[src/rtl/gcsa_pkg.sv]
// Package with opcodes, widths and field constants of the compare/subtract ALU.
package gcsa_pkg;
  localparam int unsigned DATA_W  = 32;
  localparam int unsigned OPC_W   = 8;
  localparam int unsigned MOD_W   = 7;
  localparam int unsigned REG_W   = 7;
  localparam int unsigned SLOT_W  = 3;
  localparam int unsigned NSLOT   = 5;

  localparam logic [OPC_W-1:0] OPC_SUB    = 8'h0d;
  localparam logic [OPC_W-1:0] OPC_NEQ    = 8'h27;
  localparam logic [OPC_W-1:0] OPC_NEQI   = 8'h03;
  localparam logic [OPC_W-1:0] OPC_NZSEL  = 8'h2f;
  localparam logic [OPC_W-1:0] OPC_ZSEL   = 8'h2e;
  localparam logic [OPC_W-1:0] OPC_SUBI   = 8'h20;

  localparam logic [DATA_W-1:0] ZERO_W    = 32'h0000_0000;
  localparam logic [DATA_W-1:0] ONE_W     = 32'h0000_0001;
  localparam int unsigned       GUARD_BIT = 0;
  localparam int unsigned       MOD_MSB   = MOD_W - 1;
  localparam logic [SLOT_W-1:0] SLOT_LAST = 3'h5;
  localparam logic [SLOT_W-1:0] SLOT_NONE = 3'h0;
endpackage

[src/rtl/gcsa_compare.sv]
// Zero test and inequality helper shared by the compare and select paths.
`timescale 1ns/100ps
module gcsa_compare
  import gcsa_pkg::*;
(
  // Operands
  input  wire logic [DATA_W-1:0] a_i,
  input  wire logic [DATA_W-1:0] b_i,
  // Results
  output wire logic              neq_o,
  output wire logic              a_zero_o
);
  assign neq_o    = (a_i != b_i);
  assign a_zero_o = (a_i == ZERO_W);
endmodule // gcsa_compare

[src/rtl/gcsa_alu.sv]
// Guarded compare, zero-select and subtract ALU slice with one-cycle latency.
`timescale 1ns/100ps
module gcsa_alu
  import gcsa_pkg::*;
(
  // Clock and reset
  input  wire logic              clk_i,
  input  wire logic              rst_i,
  // Issue
  input  wire logic              issue_valid_i,
  input  wire logic [SLOT_W-1:0] issue_slot_i,
  input  wire logic [OPC_W-1:0]  opcode_i,
  input  wire logic [MOD_W-1:0]  modifier_i,
  input  wire logic [REG_W-1:0]  dest_reg_i,
  // Operands
  input  wire logic [DATA_W-1:0] first_source_i,
  input  wire logic [DATA_W-1:0] second_source_i,
  input  wire logic              guard_present_i,
  input  wire logic [DATA_W-1:0] guard_value_i,
  // Write-back
  output logic                   wb_en_o,
  output logic [REG_W-1:0]       wb_reg_o,
  output logic [DATA_W-1:0]      wb_data_o,
  output logic [SLOT_W-1:0]      wb_slot_o,
  output logic                   wb_unknown_op_o
);

  // Opcode match, shared by every decode line below.
  function automatic logic op_is(
    input logic [OPC_W-1:0] code,
    input logic [OPC_W-1:0] want
  );
    op_is = (code == want);
  endfunction

  // Plain modulo subtraction: the borrow out is dropped on purpose, so no
  // overflow is ever flagged and the caller sees the wrapped word.
  function automatic logic [DATA_W-1:0] sub32(
    input logic [DATA_W-1:0] a,
    input logic [DATA_W-1:0] b
  );
    sub32 = a - b;
  endfunction

  // Turns a compare outcome into a full-width result word.
  function automatic logic [DATA_W-1:0] flag_word(
    input logic flag
  );
    flag_word = flag ? ONE_W : ZERO_W;
  endfunction

  // Opcode decode.
  wire logic              dec_neq;
  wire logic              dec_neqi;
  wire logic              dec_nzsel;
  wire logic              dec_zsel;
  wire logic              dec_sub;
  wire logic              dec_subi;
  wire logic              op_known;

  // Operand preparation.
  wire logic [DATA_W-1:0] imm_signed;
  wire logic [DATA_W-1:0] imm_unsigned;
  wire logic [DATA_W-1:0] cmp_b;
  wire logic              src_neq;
  wire logic              src_zero;

  // Per-operation results.
  wire logic [DATA_W-1:0] res_neq;
  wire logic [DATA_W-1:0] res_neqi;
  wire logic [DATA_W-1:0] res_nzsel;
  wire logic [DATA_W-1:0] res_zsel;
  wire logic [DATA_W-1:0] res_sub;
  wire logic [DATA_W-1:0] res_subi;
  wire logic [DATA_W-1:0] result;

  // Write qualification.
  wire logic              guard_ok;
  wire logic              slot_ok;
  wire logic              issue_ok;

  // Next register values.
  wire logic              next_wb_en;
  wire logic [REG_W-1:0]  next_wb_reg;
  wire logic [DATA_W-1:0] next_wb_data;
  wire logic [SLOT_W-1:0] next_wb_slot;
  wire logic              next_wb_unknown;

  assign dec_neq   = op_is(opcode_i, OPC_NEQ);
  assign dec_neqi  = op_is(opcode_i, OPC_NEQI);
  assign dec_nzsel = op_is(opcode_i, OPC_NZSEL);
  assign dec_zsel  = op_is(opcode_i, OPC_ZSEL);
  assign dec_sub   = op_is(opcode_i, OPC_SUB);
  assign dec_subi  = op_is(opcode_i, OPC_SUBI);

  assign op_known = dec_neq  || dec_neqi || dec_nzsel ||
                    dec_zsel || dec_sub  || dec_subi;

  // Sign extension of the modifier for the immediate compare.
  assign imm_signed   = {{(DATA_W-MOD_W){modifier_i[MOD_MSB]}},
                         modifier_i};

  // Zero extension: a seven-bit field cannot hold more than 127, so the
  // supplier's range limit is met by construction.
  assign imm_unsigned = {{(DATA_W-MOD_W){1'b0}}, modifier_i};

  // One comparator serves both compares; only its second input moves.
  assign cmp_b = dec_neqi ? imm_signed : second_source_i;

  gcsa_compare u_cmp (
    .a_i      (first_source_i),
    .b_i      (cmp_b),
    .neq_o    (src_neq),
    .a_zero_o (src_zero)
  );

  assign res_neq   = flag_word(src_neq);

  assign res_neqi  = flag_word(src_neq);

  // A zero first source passes the second source, anything else clears.
  assign res_nzsel = src_zero ? second_source_i : ZERO_W;

  // The mirror image: a zero first source clears.
  assign res_zsel  = src_zero ? ZERO_W : second_source_i;

  // The same adder result serves signed and unsigned operands.
  assign res_sub   = sub32(first_source_i, second_source_i);

  assign res_subi  = sub32(first_source_i, imm_unsigned);

  // Unknown opcodes give a zero word; the write is suppressed anyway.
  assign result = dec_neq   ? res_neq   :
                  dec_neqi  ? res_neqi  :
                  dec_nzsel ? res_nzsel :
                  dec_zsel  ? res_zsel  :
                  dec_sub   ? res_sub   :
                  dec_subi  ? res_subi  :
                              ZERO_W;

  // Missing guard behaves as a true guard.
  assign guard_ok = !guard_present_i || guard_value_i[GUARD_BIT];

  // Any of the five slots may issue; slot zero means no slot.
  assign slot_ok  = (issue_slot_i != SLOT_NONE) &&
                    (issue_slot_i <= SLOT_LAST);

  assign issue_ok = issue_valid_i && slot_ok && op_known;

  assign next_wb_en      = issue_ok && guard_ok;
  assign next_wb_reg     = dest_reg_i;
  assign next_wb_data    = result;
  assign next_wb_slot    = issue_slot_i;
  assign next_wb_unknown = issue_valid_i && !op_known;

  // Each output has its own short register so every operation retires
  // exactly one cycle after issue.
  always_ff @(posedge clk_i) begin
    if (rst_i) begin
      wb_en_o <= 1'b0;
    end else begin
      wb_en_o <= next_wb_en;
    end
  end

  always_ff @(posedge clk_i) begin
    if (rst_i) begin
      wb_reg_o <= '0;
    end else begin
      wb_reg_o <= next_wb_reg;
    end
  end

  // The data word is loaded on every cycle; a guarded-off write still shows
  // its result here, and only the enable keeps the register file intact.
  always_ff @(posedge clk_i) begin
    if (rst_i) begin
      wb_data_o <= ZERO_W;
    end else begin
      wb_data_o <= next_wb_data;
    end
  end

  always_ff @(posedge clk_i) begin
    if (rst_i) begin
      wb_slot_o <= SLOT_NONE;
    end else begin
      wb_slot_o <= next_wb_slot;
    end
  end

  // Flags a valid issue this slice cannot execute, for the issue logic.
  always_ff @(posedge clk_i) begin
    if (rst_i) begin
      wb_unknown_op_o <= 1'b0;
    end else begin
      wb_unknown_op_o <= next_wb_unknown;
    end
  end

endmodule // gcsa_alu

[config.mk]
export PLATFORM = sky130hd
export DESIGN_NAME = gcsa_alu
export DESIGN_NICKNAME = d
export VERILOG_FILES = /design/src/rtl/gcsa_pkg.sv /design/src/rtl/gcsa_compare.sv /design/src/rtl/gcsa_alu.sv
export SDC_FILE = /design/constraint.sdc
export NUM_CORES = 1
export LEC_CHECK = 0
export ABC_CLOCK_PERIOD_IN_PS = 7500
export BUFFER_PORTS_ARGS = -buffer_cell sky130_fd_sc_hd__buf_2
export CELL_PAD_IN_SITES_DETAIL_PLACEMENT = 0
export CELL_PAD_IN_SITES_GLOBAL_PLACEMENT = 1
export CORE_UTILIZATION = 39
export DETAILED_ROUTE_END_ITERATION = 10
export GPL_ROUTABILITY_DRIVEN = 0
export PLACE_DENSITY_LB_ADDON = 0.15
export SLEW_MARGIN = 25
export SYNTH_ARGS = -nofsm -noshare
export SYNTH_HDL_FRONTEND = slang
export SYNTH_SLANG_ARGS = --single-unit
export TNS_END_PERCENT = 5
[constraint.sdc]
create_clock -name clk_i -period 7.5 [get_ports clk_i]
set_input_delay 1.5 -clock clk_i [delete_from_list [all_inputs] [get_ports clk_i]]
set_output_delay 1.5 -clock clk_i [all_outputs]
set_load 0.05 [all_outputs]
# Word level (Yosys, flattened, before mapping)
# Cells that the tools add are included.
[totals] register_bits=44 input_bits=125
[classes] addsub=2 n_lt_le_gt_ge=1 n_eq_ne=7 n_mux=10 reduce_logical=15
[op_table] op="32-bit two-way mux" count=9
[op_table] op="8-bit by 6-bit equality test with 1-bit output, second input constant" count=4
[op_table] op="32-bit logical NOT" count=1
[op_table] op="32-bit inequality test" count=1
[op_table] op="32-bit subtractor" count=1
[op_table] op="32-bit by 7-bit subtractor with 32-bit output" count=1
[op_table] op="8-bit by 2-bit equality test with 1-bit output, second input constant" count=1
[op_table] op="8-bit by 4-bit equality test with 1-bit output, second input constant" count=1
[op_table] op="1-bit logical OR" count=6
[op_table] op="1-bit logical AND" count=5
[op_table] op="3-bit less-or-equal comparator, second input constant" count=1
[op_table] op="3-bit nonzero test" count=1
[op_table] op="1-bit logical NOT" count=2
[op_table] op="1-bit two-way mux" count=1

# Longest topological paths before layout
[depth] word_depth=8 ltp_mapped=12 mapped_depth_nobuf=11

# Cells and area by module
# Synthesis repeated with hierarchy kept, for this count alone.
[hier_totals] cells_unflattened=641 area_unflattened_um2=4843.4
[modules_own_cells] mod="gcsa_alu" instances=1 cells_per_inst=587 area_each_um2=4430.5
[modules_own_cells] mod="gcsa_compare" instances=1 cells_per_inst=54 area_each_um2=412.9

# Worst setup path after synthesis
# No wires, ideal clock.
[synth_timing] path_type="input to register" start="in first_source_i[13]" end="reg wb_data_o[24]" arrival_time_ns=3.887 slack_ns=3.480 path_stages=10 path_cell_list="buf_2 > or4_4 > or4_1 > buf_2 > nor3b_1 > nand2_1 > xnor2_1 > a221o_1 > o32ai_1 > a21oi_1"
[synth_between] elab_chain_len=7 word_cells_on_any_way=11 classes_between="add/sub: 2; mux: 8; reduce/logical: 1"
[synth_lines] element="start, declared" line_no="gcsa_alu.sv:16" rtl="input wire logic [DATA_W-1:0] first_source_i,"
[synth_lines] element="32-bit by 7-bit subtractor with 32-bit output" line_no="gcsa_alu.sv:42" rtl="sub32 = a - b;"
[synth_lines] element="32-bit two-way mux" line_no="gcsa_alu.sv:138" rtl="dec_subi ? res_subi :"
[synth_lines] element="32-bit two-way mux" line_no="gcsa_alu.sv:137" rtl="dec_sub ? res_sub :"
[synth_lines] element="32-bit two-way mux" line_no="gcsa_alu.sv:136" rtl="dec_zsel ? res_zsel :"
[synth_lines] element="32-bit two-way mux *" line_no="gcsa_alu.sv:135" rtl="dec_nzsel ? res_nzsel :"
[synth_lines] element="32-bit two-way mux *" line_no="gcsa_alu.sv:134" rtl="dec_neqi ? res_neqi :"
[synth_lines] element="32-bit two-way mux *" line_no="gcsa_alu.sv:133" rtl="assign result = dec_neq ? res_neq :"
[synth_lines] element="end signal, assigned" line_no="gcsa_alu.sv:180" rtl="wb_data_o <= next_wb_data;"
[synth_lines] element="end, declared" line_no="gcsa_alu.sv:23" rtl="output logic [DATA_W-1:0] wb_data_o,"
# Mark *: on every way between the ends. The rest lies on a longest branch, timed or not.
# A chain may end at the register's enable or synchronous reset.

# Worst setup path in the final report
[layout_timing] start="in first_source_i[0]" end="reg wb_data_o[24]"
# The elaborated chain is that of the path after synthesis.

==> qor.txt <==
number of gates resized after CTS = 0
DRC = 0
clock sink count = 44
post-CTS setup buffer count = 0
number of filler cells placed in the layout = 1272
Slew @ Worst Pin = 951 ps
worst hold path startpoint = dest_reg_i[4]
commonest cells after routing, fill and taps aside = 137 x buf_2, 52 x a21oi_1, 49 x nor2_1, 44 x nand2_1, 44 x dfxtp_1
number of enable flip-flop cells after synthesis = 0
footprint of the multi-input gates = 3810 um2
accumulated negative setup slack = 0 ps
Synth area leader = dfxtp_1
Total Power Consumption = 0.799 mW
diode insertion count for antenna repair = 0
Clock Root Buffer = clkbuf_16
Worst EP arrival = 4600 ps
Max Fanout on Critical Path = 5
Die Area = 13200 um2
Period minus WS final = 4370 ps
ranking of synthesized cells by area = dfxtp_1 18%, ha_1 9.8%, xor2_1 7.4%
CTS tree = done
# H-tree levels = 2
Die Y = 115 um
Antenna Violating Nets Remaining = 0
Gate Count Post-Synth = 678
# placed instances = 953
total power density per cell area = 134 nW/um2
Static Leakage = 2.69 nW
HPWL after detailed placement = 14200 um
CTS clock-pin slew for the worst setup and hold paths = 70 ps
Mean Syn Cell Area = 7.36 um2
endpoints failing hold = 0
status = completed
number of warnings printed during yosys synthesis = 0
Num CTS Buffers = 5
RSZ-0062 raised after global routing = no
Endpoint, Worst Hold = wb_reg_o[4]
Horiz. Die Dim = 115 um
Min-Delay Path Class = primary input to flop
netlist area before placement = 4990 um2
number of buffers on the longest clock path = 2
number of antenna violations at the first check in global routing = 0
async set-reset flop share out of synthesis = 0%
final number of max-transition violations = 0
worst hold path depth = 2
most common cell after layout, fill and taps aside = buf_2
type of destination of the critical path = flop
net total in the final layout = 958
worst vdd ir = 0.0818 mV
average via count per standard cell = 5.79
maximum frequency from static timing analysis = 0.229 GHz
first-pass iteration count of the detailed router = 5
Port-buffer cells = 137
critical path startpoint category = primary input
Max transition margin = 36.1%
via count of the first global-routing pass = 5124
leftover overflow at the end of global routing = 0
global-route usage over all layers = 27.5%
Final period util = 58.2%
Iteration-0 DRC Markers = 475
standard-cell rows = 40
Post-Syn Nets = 844
area taken by flip-flops and latches = 881 um2
total of flip-flops plus latches after synthesis = 44
proportion of layout cells with a drive suffix above 1 = 20.4%
area of the placeable core = 12300 um2
hold-fix buffers at CTS = 0
predominant post-synthesis flop cell = dfxtp_1
Post-Route WL = 18000 um
largest net degree at the start of global routing = 31
layout-stage area growth over the synthesis result = 19.2%
number of distinct library cells after synthesis = 63
top-level I/O count = 169
Yosys top cell area share = 17.7%
global-route wire length before repair = 27600 um
Setup crit start = first_source_i[0]
tightest hold margin = 1410 ps
count of vias placed by the detailed router = 5560
initial core utilization = 40.7%
max_cap viols = 0
post-layout instance count excluding filler cells = 961
average routed wire per standard cell = 18.7 um
data required time of the worst path = 7740 ps
Setup-failing EPs final = 0
part of the Yosys area used for sequential elements = 17.7%
Crit Path Category = primary input to flop
## layer usage
| metal | global-route usage [%] | part of all wire, % | vias up |
|---|---|---|---|
| met1 | 37.7 | 47 | 2576 |
| met2 | 44.4 | 45 | 245 |
| met5 | 0 | 0 | - |
| met4 | 7.62 | 1.3 | 0 |
| li1 | - | - | 2722 |
| met3 | 4.64 | 7.3 | 17 |
## cell type report
class / count / area share [%]
Tap cell: 168 / 3.54
Timing Repair Buffer: 142 / 12.2
Multi-Input combinational cell: 560 / 64.1
Sequential cell: 44 / 14.8
Clock buffer: 5 / 2.10
Clock inverter: 3 / 0.779
Inverter: 39 / 2.46
## critical path: stages
cell and delay [ps]:
buf_2 140, inv_1 90, ha_1 230, fa_1 410, nor2b_1 170, o211ai_1 180
nand2_1 240, a211oi_1 110, nor3_1 790, nor4b_1 470, o32ai_1 140, a21oi_1 140
## where the power goes
group | internal (mW) | leakage (nW) | switching (mW)
Clock | 0.159 | 0.0804 | 0.106
Combinational | 0.113 | 2.25 | 0.183
Sequential | 0.237 | 0.357 | 0.000759
## sequential cells by signal, summed over array words and instances, names as in the netlist
name and flops:
wb_data_o 32, wb_unknown_op_o 1, wb_slot_o 3, wb_reg_o 7, wb_en_o 1
## kinds of logic (layout without fill, tap and decap cells)
| kind of cell | count (synthesis) | in the layout | synth area share, % |
|---|---|---|---|
| compound gates | 188 | 188 | 24.5 |
| xor+xnor | 76 | 76 | 13.3 |
| fa+ha+maj | 41 | 41 | 10.6 |
| buf+inv | 74 | 189 | 6.02 |
| flops | 44 | 44 | 17.7 |
| mux | 5 | 5 | 1.00 |
| simple gates | 250 | 250 | 26.8 |
## cells in the mapped netlist (2+ instances only)
cell / number
o31ai_1: 3
nand3b_1: 2
or3_1: 9
buf_2: 3
a21o_1: 11
xor2_1: 42
and3_1: 17
nand4_1: 11
a211oi_1: 6
dfxtp_1: 44
nand3_1: 17
nand2_1: 44
a31oi_1: 13
ha_1: 39
xnor2_1: 34
clkbuf_1: 27
fa_1: 2
nor3_1: 30
buf_6: 2
or2_2: 4
nor2b_1: 18
a221o_1: 5
and4_1: 4
a221oi_1: 7
o211ai_1: 6
o21ai_1: 2
nor4_1: 14
mux2i_1: 5
o21ai_0: 28
o21a_1: 10
or4_1: 13
nand2b_1: 7
o22ai_1: 11
o31a_1: 3
a31o_2: 3
buf_1: 2
and2_1: 3
inv_1: 39
a22oi_1: 14
a21oi_1: 52
a21boi_0: 2
nor2_1: 49
## stage by stage
step / cell area [um2] / utilization (%) / setup WS [ps]
2_1_floorplan: 4990 / - / 3480
3_3_place_gp: 5770 / 47.1 / 2950
3_5_place_dp: 5770 / 47.1 / 2930
4_1_cts: 5940 / 48.5 / 3220
5_1_grt: 5940 / 48.5 / 3080
6_report: 5940 / 48.5 / 3130
## how the worst max path moves through the flow
stage          depth (start not counted)  slack [ps]            end
6_report                              12        3130  wb_data_o[24]
5_1_grt                               12        3080  wb_data_o[24]
4_1_cts                               12        3220  wb_data_o[24]
3_5_place_dp                          12        2930  wb_data_o[24]
3_3_place_gp                          12        2950  wb_data_o[24]
2_1_floorplan                         10        3480  wb_data_o[24]
(Power assumes the default switching activity.)
